`config.mk`:
```
export PLATFORM = sky130hd
export DESIGN_NAME = lcf_top
export DESIGN_NICKNAME = d
export VERILOG_FILES = /design/src/common/lcf_pkg.sv /design/src/verilog/lcf_top.sv /design/src/verilog/lcf_sync.sv /design/src/verilog/lcf_filter.sv
export SDC_FILE = /design/constraint.sdc
export NUM_CORES = 1
export LEC_CHECK = 0
export BUFFER_PORTS_ARGS = -buffer_cell sky130_fd_sc_hd__buf_2
export CAP_MARGIN = 25
export CORE_MARGIN = 5
export CORE_UTILIZATION = 54
export DETAILED_ROUTE_END_ITERATION = 16
export PLACE_DENSITY = 0.76
export SYNTH_ARGS = -nofsm -noshare
export SYNTH_HDL_FRONTEND = slang
export SYNTH_SLANG_ARGS = --single-unit
```
`constraint.sdc`:
```
create_clock -name clk -period 13.3 [get_ports clk]
set_input_delay 1.995 -clock clk [delete_from_list [all_inputs] [get_ports clk]]
set_output_delay 1.995 -clock clk [all_outputs]
set_load 0.02 [all_outputs]
```
`src/common/lcf_pkg.sv`:
```
// Package with register map, field layout, timing and state types for the lock fault handler.
// How it works
// - Mode 2h latches fault, brakes high side.
// - Mode 3h retries, then latches tristated.
// - Mode 4h retries with low-side brake.
// - Mode 5h retries, then latches high brake.
// - Mode 6h only reports, bridge untouched.
// - Mode 7h disables lock detection entirely.
// - Retries counted and bounded by limit setting.
// - Filter time field bits 14-11, sixteen codes.
// - Modes 0h/1h latch, tristate or low brake.
// - Mode field bits 17-15, read-write, reset 0h.
package lcf_pkg;

  localparam int CLK_MHZ = 250;

  // Register byte offsets.
  localparam logic [3:0] OFS_CONFIG = 4'h0;
  localparam logic [3:0] OFS_STATUS = 4'h4;
  localparam logic [3:0] OFS_MASK   = 4'h8;
  localparam logic [3:0] OFS_STATE  = 4'hC;

  // Config register fields.
  localparam int MODE_LSB   = 15;
  localparam int FILT_LSB   = 11;
  localparam int RDLY_LSB   = 0;
  localparam int RCNT_LSB   = 4;
  localparam logic [2:0] MODE_RESET = 3'h0;
  localparam logic [3:0] FILT_RESET = 4'h0;
  localparam logic [3:0] RDLY_RESET = 4'h4;
  localparam logic [3:0] RCNT_RESET = 4'h3;

  // Status / mask bit positions.
  localparam int EV_LOCK  = 0;
  localparam int EV_LATCH = 1;
  localparam int EV_RETRY = 2;
  localparam int EV_W     = 3;

  // Lock filter times in microseconds, per code.
  localparam int FILT_US [0:15] = '{0, 100, 200, 500, 1000, 2500, 5000, 7500,
                                    10000, 25000, 50000, 75000, 100000, 200000,
                                    500000, 500000};
  // Retry delay unit in microseconds; delay is (code+1) units.
  localparam int RDLY_UNIT_US = 100000;

  typedef enum logic [2:0]
  {
    LCF_MODE_LATCH_TRI  = 3'h0,
    LCF_MODE_LATCH_LOW  = 3'h1,
    LCF_MODE_LATCH_HIGH = 3'h2,
    LCF_MODE_RETRY_TRI  = 3'h3,
    LCF_MODE_RETRY_LOW  = 3'h4,
    LCF_MODE_RETRY_HIGH = 3'h5,
    LCF_MODE_REPORT     = 3'h6,
    LCF_MODE_OFF        = 3'h7
  } lcf_mode_t;

  typedef enum logic [1:0]
  {
    LCF_DRIVE_RUN   = 2'h0,
    LCF_DRIVE_TRI   = 2'h1,
    LCF_DRIVE_LOW   = 2'h2,
    LCF_DRIVE_HIGH  = 2'h3
  } lcf_drive_t;

  // Gray coded along idle -> wait -> latched.
  typedef enum logic [1:0]
  {
    LCF_ST_IDLE  = 2'b00,
    LCF_ST_WAIT  = 2'b01,
    LCF_ST_LATCH = 2'b11
  } lcf_state_t;

  typedef struct packed
  {
    logic [31:0] adr;
    logic [31:0] dat;
    logic [3:0]  sel;
    logic        we;
    logic        cyc;
    logic        stb;
  } lcf_wb_req_t;

  typedef struct packed
  {
    logic [2:0] mode;
    logic [3:0] filt;
    logic [3:0] rdly;
    logic [3:0] rcnt;
  } lcf_cfg_t;

  function automatic lcf_drive_t lcf_brake(input logic [2:0] mode);
    unique case (mode)
      3'h1, 3'h4: lcf_brake = LCF_DRIVE_LOW;
      3'h2, 3'h5: lcf_brake = LCF_DRIVE_HIGH;
      3'h6, 3'h7: lcf_brake = LCF_DRIVE_RUN;
      default:    lcf_brake = LCF_DRIVE_TRI;
    endcase
  endfunction

endpackage

```
`src/verilog/lcf_top.sv`:
```
// Lock current limit fault handler with Wishbone registers and bridge drive control.
`timescale 1ns/100ps
module lcf_top
  import lcf_pkg::*;
#(
  parameter int RDLY_UNIT_CYC = RDLY_UNIT_US * CLK_MHZ,
  parameter int FILT_SCALE    = CLK_MHZ
)
(
  input  wire logic        clk,
  input  wire logic        nrst,
  input  wire logic        overLimit,
  input  wire logic [31:0] wbAdr,
  input  wire logic [31:0] wbDatIn,
  input  wire logic [3:0]  wbSel,
  input  wire logic        wbWe,
  input  wire logic        wbCyc,
  input  wire logic        wbStb,
  output logic [31:0]      wbDatOut,
  output logic             wbAck,
  output logic             wbErr,
  output logic [1:0]       bridgeDrive,
  output logic             fault_out_n,
  output logic             irq
);

  localparam int CW = 32;

  typedef struct packed
  {
    lcf_cfg_t      cfg;
    logic [EV_W-1:0] status;
    logic [EV_W-1:0] mask;
    lcf_state_t    state;
    logic [31:0]   rtimer;
    logic [3:0]    retries;
    logic [1:0]    drive;
    logic          faultN;
    logic          irq;
    logic [31:0]   rdata;
    logic          ack;
    logic          err;
  } lcf_top_st_t;

  lcf_top_st_t st;
  lcf_top_st_t next_st;

  logic          levelSync;
  logic          lockHit;
  logic [CW-1:0] filtTarget;

  // Decode of a filter code into a cycle count; the zero code passes in one cycle.
  function automatic logic [CW-1:0] filt_cycles(input logic [3:0] code);
    int c;
    c = FILT_US[code] * FILT_SCALE;
    filt_cycles = (code == 4'h0) ? '0 : CW'(c - 1);
  endfunction

  lcf_sync u_sync
  (
    .clk  (clk),
    .nrst (nrst),
    .din  (overLimit),
    .dout (levelSync)
  );

  assign filtTarget = filt_cycles(st.cfg.filt);

  lcf_filter #(.CW(CW)) u_filter
  (
    .clk    (clk),
    .nrst   (nrst),
    .level  (levelSync && st.cfg.mode != LCF_MODE_OFF),
    .target (filtTarget),
    .hit    (lockHit)
  );

  logic        isRetry;
  logic [31:0] rdlyCyc;
  logic        acc;
  logic [3:0]  ofs;
  logic [EV_W-1:0] ev;

  assign isRetry = st.cfg.mode inside {LCF_MODE_RETRY_TRI, LCF_MODE_RETRY_LOW,
                                       LCF_MODE_RETRY_HIGH};
  assign rdlyCyc = 32'((int'(st.cfg.rdly) + 1) * RDLY_UNIT_CYC);
  assign acc     = wbCyc && wbStb && !st.ack && !st.err;
  assign ofs     = wbAdr[3:0];

  always_comb
  begin
    next_st = st;
    ev = '0;
    next_st.ack = 1'b0;
    next_st.err = 1'b0;

    // Fault state machine.
    unique case (st.state)
      LCF_ST_IDLE:
      begin
        next_st.drive  = LCF_DRIVE_RUN;
        next_st.faultN = 1'b1;
        if (lockHit)
        begin
          ev[EV_LOCK] = 1'b1;
          next_st.faultN = 1'b0;
          if (st.cfg.mode == LCF_MODE_REPORT)
            next_st.drive = LCF_DRIVE_RUN;
          else if (isRetry && st.retries < st.cfg.rcnt)
          begin
            next_st.state   = LCF_ST_WAIT;
            next_st.drive   = lcf_brake(st.cfg.mode);
            next_st.rtimer  = '0;
            next_st.retries = st.retries + 4'h1;
          end
          else
          begin
            next_st.state = LCF_ST_LATCH;
            next_st.drive = isRetry && st.cfg.mode == LCF_MODE_RETRY_LOW ?
                            LCF_DRIVE_LOW :
                            lcf_brake(st.cfg.mode);
            ev[EV_LATCH]  = 1'b1;
          end
        end
      end
      LCF_ST_WAIT:
      begin
        if (st.rtimer + 32'h1 >= rdlyCyc)
        begin
          next_st.state  = LCF_ST_IDLE;
          next_st.drive  = LCF_DRIVE_RUN;
          next_st.faultN = 1'b1;
          ev[EV_RETRY]   = 1'b1;
        end
        else
          next_st.rtimer = st.rtimer + 32'h1;
      end
      LCF_ST_LATCH:
      begin
        next_st.faultN = 1'b0;
      end
      default:
        next_st.state = LCF_ST_IDLE;
    endcase

    // Register access.
    if (acc)
    begin
      next_st.ack = 1'b1;
      unique case (ofs)
        OFS_CONFIG:
        begin
          next_st.rdata = 32'h0;
          next_st.rdata[MODE_LSB +: 3] = st.cfg.mode;
          next_st.rdata[FILT_LSB +: 4] = st.cfg.filt;
          next_st.rdata[RDLY_LSB +: 4] = st.cfg.rdly;
          next_st.rdata[RCNT_LSB +: 4] = st.cfg.rcnt;
          if (wbWe)
          begin
            if (wbSel[2] && wbSel[1])
              next_st.cfg.mode = wbDatIn[MODE_LSB +: 3];
            if (wbSel[1])
              next_st.cfg.filt = wbDatIn[FILT_LSB +: 4];
            if (wbSel[0])
            begin
              next_st.cfg.rdly = wbDatIn[RDLY_LSB +: 4];
              next_st.cfg.rcnt = wbDatIn[RCNT_LSB +: 4];
            end
          end
        end
        OFS_STATUS:
        begin
          next_st.rdata = {29'h0, st.status};
          if (wbWe && wbSel[0])
          begin
            next_st.status = st.status & ~wbDatIn[EV_W-1:0];
            // A write of one to the latch bit releases a latched fault.
            if (wbDatIn[EV_LATCH] && st.state == LCF_ST_LATCH)
            begin
              next_st.state   = LCF_ST_IDLE;
              next_st.retries = 4'h0;
              next_st.drive   = LCF_DRIVE_RUN;
              next_st.faultN  = 1'b1;
            end
          end
        end
        OFS_MASK:
        begin
          next_st.rdata = {29'h0, st.mask};
          if (wbWe && wbSel[0])
            next_st.mask = wbDatIn[EV_W-1:0];
        end
        OFS_STATE:
        begin
          next_st.rdata = {24'h0, st.retries, st.faultN, st.drive, st.state[1]};
        end
        default:
        begin
          next_st.ack   = 1'b0;
          next_st.err   = 1'b1;
          next_st.rdata = 32'h0;
        end
      endcase
    end

    // Events win over a same-cycle clear.
    next_st.status = next_st.status | ev;
    next_st.irq    = |(next_st.status & next_st.mask);
  end

  always_ff @(posedge clk)
  begin
    if (!nrst)
    begin
      st          <= '0;
      st.cfg.mode <= MODE_RESET;
      st.cfg.filt <= FILT_RESET;
      st.cfg.rdly <= RDLY_RESET;
      st.cfg.rcnt <= RCNT_RESET;
      st.state    <= LCF_ST_IDLE;
      st.drive    <= LCF_DRIVE_RUN;
      st.faultN   <= 1'b1;
    end
    else
      st <= next_st;
  end

  assign wbDatOut    = st.rdata;
  assign wbAck       = st.ack;
  assign wbErr       = st.err;
  assign bridgeDrive = st.drive;
  assign fault_out_n = st.faultN;
  assign irq         = st.irq;
endmodule

```
`src/verilog/lcf_sync.sv`:
```
// Two-flop synchroniser for the over-limit comparator level.
`timescale 1ns/100ps
module lcf_sync
  import lcf_pkg::*;
(
  input  wire logic clk,
  input  wire logic nrst,
  input  wire logic din,
  output logic      dout
);

  typedef struct packed
  {
    logic s1;
    logic s2;
  } lcf_sync_t;

  lcf_sync_t st;
  lcf_sync_t next_st;

  always_comb
  begin
    next_st.s1 = din;
    next_st.s2 = st.s1;
  end

  always_ff @(posedge clk)
  begin
    if (!nrst)
      st <= '0;
    else
      st <= next_st;
  end

  assign dout = st.s2;

endmodule

```
`src/verilog/lcf_filter.sv`:
```
// Persistence filter: the level must hold for a whole programmable time.
`timescale 1ns/100ps
module lcf_filter
  import lcf_pkg::*;
#(
  parameter int CW = 27
)
(
  input  wire logic          clk,
  input  wire logic          nrst,
  input  wire logic          level,
  input  wire logic [CW-1:0] target,
  output logic               hit
);

  typedef struct packed
  {
    logic [CW-1:0] cnt;
    logic          hit;
  } lcf_filt_t;

  lcf_filt_t st;
  lcf_filt_t next_st;

  always_comb
  begin
    next_st = st;
    next_st.hit = 1'b0;
    if (!level)
      next_st.cnt = '0;
    else if (st.cnt >= target)
      next_st.hit = 1'b1;
    else
      next_st.cnt = st.cnt + 1'b1;
  end

  always_ff @(posedge clk)
  begin
    if (!nrst)
      st <= '0;
    else
      st <= next_st;
  end

  assign hit = st.hit;
endmodule

```
==> impl_table.tex <==
\begin{tabular}{lr}
\hline
Metric & Value \\
\hline
\multicolumn{2}{l}{\textbf{Die}} \\
\quad I/O pin count & 112 \\
\quad Initial core utilization & 0.549 \\
\quad Number of cell rows & 56 \\
\quad Horiz. Die Dim & 164 µm \\
\quad Area enclosed by the die boundary & 0.0271 mm² \\
\quad Placeable Area & 0.0235 mm² \\
\quad Die Ht & 164 µm \\
\multicolumn{2}{l}{\textbf{Clock network}} \\
\quad Clock latency on the worst-skew pair & 0.42 ns \\
\quad Clock sink count & 115 \\
\quad Root buffer selected by CTS & sky130\_fd\_sc\_hd\_\_clkbuf\_16 \\
\quad Post-CTS resize count & 0 \\
\quad Count of hold buffers inserted by post-cts repair & 0 \\
\quad Clock-pin slew reported for the worst setup and hold paths after clock tree synthesis & 0.06 ns \\
\quad Clk buf depth & 2 \\
\quad CTS tree & done \\
\quad Post-CTS Setup Bufs & 0 \\
\quad CTS HTree Levels & 4 \\
\quad Num CTS Buffers & 17 \\
\multicolumn{2}{l}{\textbf{Route}} \\
\quad Wire length reported by the detailed router & 27,900 µm \\
\quad Met1 WL & 12,600 µm \\
\quad 1st-iter DRT viols & 774 \\
\quad Amount of wire on met3 after detailed routing & 933 µm \\
\quad Post-route DRC & 0 \\
\quad Routed length per instance & 14.5 µm \\
\quad Vias per inst & 5.65 \\
\quad Met2 Wirelength & 13,900 µm \\
\quad First-pass DRT Iterations & 5 \\
\quad Antenna-violating nets left & 0 \\
\quad Uppermost routed layer & met4 \\
\quad Detailed-route via count & 10.9k \\
\multicolumn{2}{l}{\textbf{Pwr}} \\
\quad Pwr dens & 64.6 mW/mm² \\
\quad Static leakage power & 6.41 nW \\
\quad Worst vdd rail ir drop & 83.2 µV \\
\multicolumn{2}{l}{\textbf{Synthesis}} \\
\quad Xor-xnor portion of the synthesized cell area & 0.0701 \\
\quad Avg Inst Size Synth & 8.06 µm² \\
\quad Multiplexer fraction of the synthesized cell area & 0.0224 \\
\quad Synth async-reset ratio & 0 \\
\quad Synth Area in Compound Gates & 0.164 \\
\quad Share of the yosys chip area belonging to registers & 0.179 \\
\quad Number of distinct standard cells referenced by the synthesized netlist & 88 \\
\quad Main combinational cell family by area after synthesis & adder cells \\
\quad Count of synthesis-stage warnings from yosys & 0 \\
\quad Simple logic cell fraction of the synthesized area & 0.208 \\
\quad Leading register cell type out of synthesis & sky130\_fd\_sc\_hd\_\_dfxtp\_1 \\
\quad Number of synthesized flops with an enable pin & 0 \\
\quad Flops \& latches, synth & 115 \\
\quad Netlist area before placement & 0.0129 mm² \\
\quad Post-Synth Adder-Cell Area & 0.262 \\
\quad Synthesized instance count & 1,599 \\
\multicolumn{2}{l}{\textbf{Worst setup path}} \\
\quad Critical path startpoint category & register \\
\quad Data arrival at the endpoint of the critical path & 10.38 ns \\
\quad Worst path max stage delay & 0.96 ns \\
\quad Largest fanout on the critical path & 32 \\
\quad Launch point of the worst reg-to-reg path & st[93] \\
\quad Critical path class & reg -> reg \\
\quad Combined buffer and inverter count along the critical path & 6 \\
\quad Slowest cell on crit path & sky130\_fd\_sc\_hd\_\_dfxtp\_1 \\
\quad Nature of the critical path endpoint & register \\
\quad Req. time, crit path & 13.62 ns \\
\quad Path depth of the worst reg2reg path & 33 \\
\quad Timing startpoint of the critical path & st[93] \\
\quad Category of cells accounting for the largest share of critical-path delay & compound AO/OA/AOI/OAI gates \\
\quad Most used cell, CP & sky130\_fd\_sc\_hd\_\_inv\_1 \\
\quad Critical Path Stages & 33 \\
\multicolumn{2}{l}{\textbf{Hold path}} \\
\quad Cell count of the worst hold path & 1 \\
\quad Worst min-delay path startpoint & u\_sync.next\_st[0] \\
\quad Hold WC Path Type & reg -> reg \\
\multicolumn{2}{l}{\textbf{Layout}} \\
\quad Diode count & 0 \\
\quad Number of cells in the finished layout apart from fillers & 1,929 \\
\quad Nets & 1,902 \\
\quad Share of layout cells above drive strength 1 & 0.0789 \\
\quad Area growth from synthesis to final layout & 6.55\% \\
\multicolumn{2}{l}{\textbf{Timing}} \\
\quad Final critical path time including I/O delays and setup & 10.07 ns \\
\quad Worst-case headroom to the max-slew limit & 0.336 \\
\quad Max-slew violation total from the final report & 0 \\
\quad Largest clock skew in the final design & 0.0167 ns \\
\quad Highest Clock Rate & 99.4 MHz \\
\quad Hold Fails Final Rpt & 0 \\
\quad Count of final setup violators & 0 \\
\quad Unrepaired setup endpoints after global routing & no \\
\quad Total Neg Setup Slack & 0 ns \\
\quad Pin slew with the least headroom to its limit & 0.996 ns \\
\quad Post-route fraction of the period consumed by the critical path & 0.757 \\
\multicolumn{2}{l}{\textbf{Status}} \\
\quad Result of the run & finished clean \\
\multicolumn{2}{l}{\textbf{GRT}} \\
\quad Largest net degree at the start of global routing & 57 \\
\quad Total GRT Usage & 0.204 \\
\quad Global-route congestion overflow total & 0 \\
\quad Number of antenna violations at the first check in global routing & 0 \\
\quad Wire length of the first global-routing pass & 46,500 µm \\
\quad Number of global-route vias before repair & 10.1k \\
\multicolumn{2}{l}{\textbf{Placed design}} \\
\quad \# placed instances & 1,895 \\
\quad Final HPWL DP & 22,100 µm \\
\quad Quantity of I/O buffers inserted on ports & 48 \\
\quad Placer's final routability congestion estimate & 0.905 \\
\multicolumn{2}{l}{\textbf{Flow run}} \\
\quad Max-capacitance violation count & 0 \\
\hline
\end{tabular}
## flip-flops by register name (all words and copies together), names as in the netlist
register and count:
wbAck 1, irq 1, u_filter.hit 1, u_sync.dout 1
wbErr 1, bridgeDrive 2, fault_out_n 1, u_sync.next_st 1
st 59, u_filter.st 32, wbDatOut 15
## final timing paths
check	slack, ns	end
setup / recovery	3.23	u_filter.st[18]
hold / removal	0.44	u_sync.dout
hold reg to reg	0.44	u_sync.dout
setup reg to reg	3.23	u_filter.st[18]
## cells by family (layout without fill, tap and decap cells)
logic type | count (synthesis) | count (layout)
AO/OA/AOI/OAI | 319 | 319
XOR/XNOR | 101 | 101
adder cells (fa/ha/maj) | 231 | 231
buffers and inverters | 278 | 273
flip-flops | 115 | 115
multiplexers | 25 | 25
other | 2 | 18
AND/OR/NAND/NOR | 528 | 528
## final cells by class
type                            instances  area (µm²)
Clock buffer                           17         425
Clock inverter                         15         170
Fill cell                            2110        9740
Multi-Input combinational cell       1222        9420
Inverter                              186         698
Timing Repair Buffer                   55         313
Sequential cell                       115        2300
Tap cell                              319         399
## power breakdown
part / internal [mW] / switching, mW
Combinational: 0.0293 / 0.0502
Sequential: 0.346 / 0.00140
Clock: 0.281 / 0.179
Total: 0.656 / 0.231
## cells in the final DEF, fill, tap and decap left out, drive strengths merged, types with 8 or more instances in the layout
cell type / n
inv: 192
ha: 167
nand2: 155
dfxtp: 115
nor2: 105
a21oi: 80
o21ai: 79
nand3: 69
fa: 64
xnor2: 57
buf: 55
xor2: 44
nand4: 41
a21o: 36
nor3: 26
nand2b: 24
mux2i: 21
and3: 20
a22oi: 18
conb: 18
clkbuf: 17
and2: 15
or4: 14
o21a: 13
nor2b: 11
nor4: 11
o211ai: 10
o31ai: 10
or2: 9
or3: 9
a211oi: 9
a31oi: 8
## cell usage after synthesis (41+ instances only)
cell	instances	share of area
sky130_fd_sc_hd__xnor2_1	56	0.038
sky130_fd_sc_hd__xor2_1	44	0.030
sky130_fd_sc_hd__nand4_1	41	0.020
sky130_fd_sc_hd__o21ai_0	63	0.024
sky130_fd_sc_hd__nand3_1	69	0.027
sky130_fd_sc_hd__nor2_1	105	0.031
sky130_fd_sc_hd__a21oi_1	80	0.031
sky130_fd_sc_hd__fa_1	64	0.099
sky130_fd_sc_hd__ha_1	167	0.16
sky130_fd_sc_hd__dfxtp_1	115	0.18
sky130_fd_sc_hd__nand2_1	155	0.045
sky130_fd_sc_hd__inv_1	185	0.054
## routing by layer
metal,global-route usage,vias to the layer above
li1,-,5484
met1,0.264,5161
met2,0.359,219
met3,0.0255,36
met4,0.0571,0
met5,0,-
## worst reg2reg max path: cells and delay by family (launching register included)
| kind | cells | cell delay, ns |
|---|---|---|
| compound gates | 15 | 3.57 |
| fa+ha+maj | 6 | 2.58 |
| simple gates | 5 | 1.83 |
| flops | 1 | 0.96 |
| buf+inv | 6 | 0.81 |
| xor+xnor | 1 | 0.21 |
## per-stage QoR
step	power, mW	hold WS (ns)	util	area [µm²]	setup slack [ns]
detailed placement	0.434	0.428	0.558	13100	3.20
floorplan	0.421	0.412	-	12900	4.72
global route	0.919	0.459	0.585	13700	2.57
finish	0.887	0.439	0.585	13700	3.23
CTS	0.893	0.444	0.583	13700	3.17
global placement	0.432	0.430	0.558	13100	3.39
(Power assumes the default switching activity.)
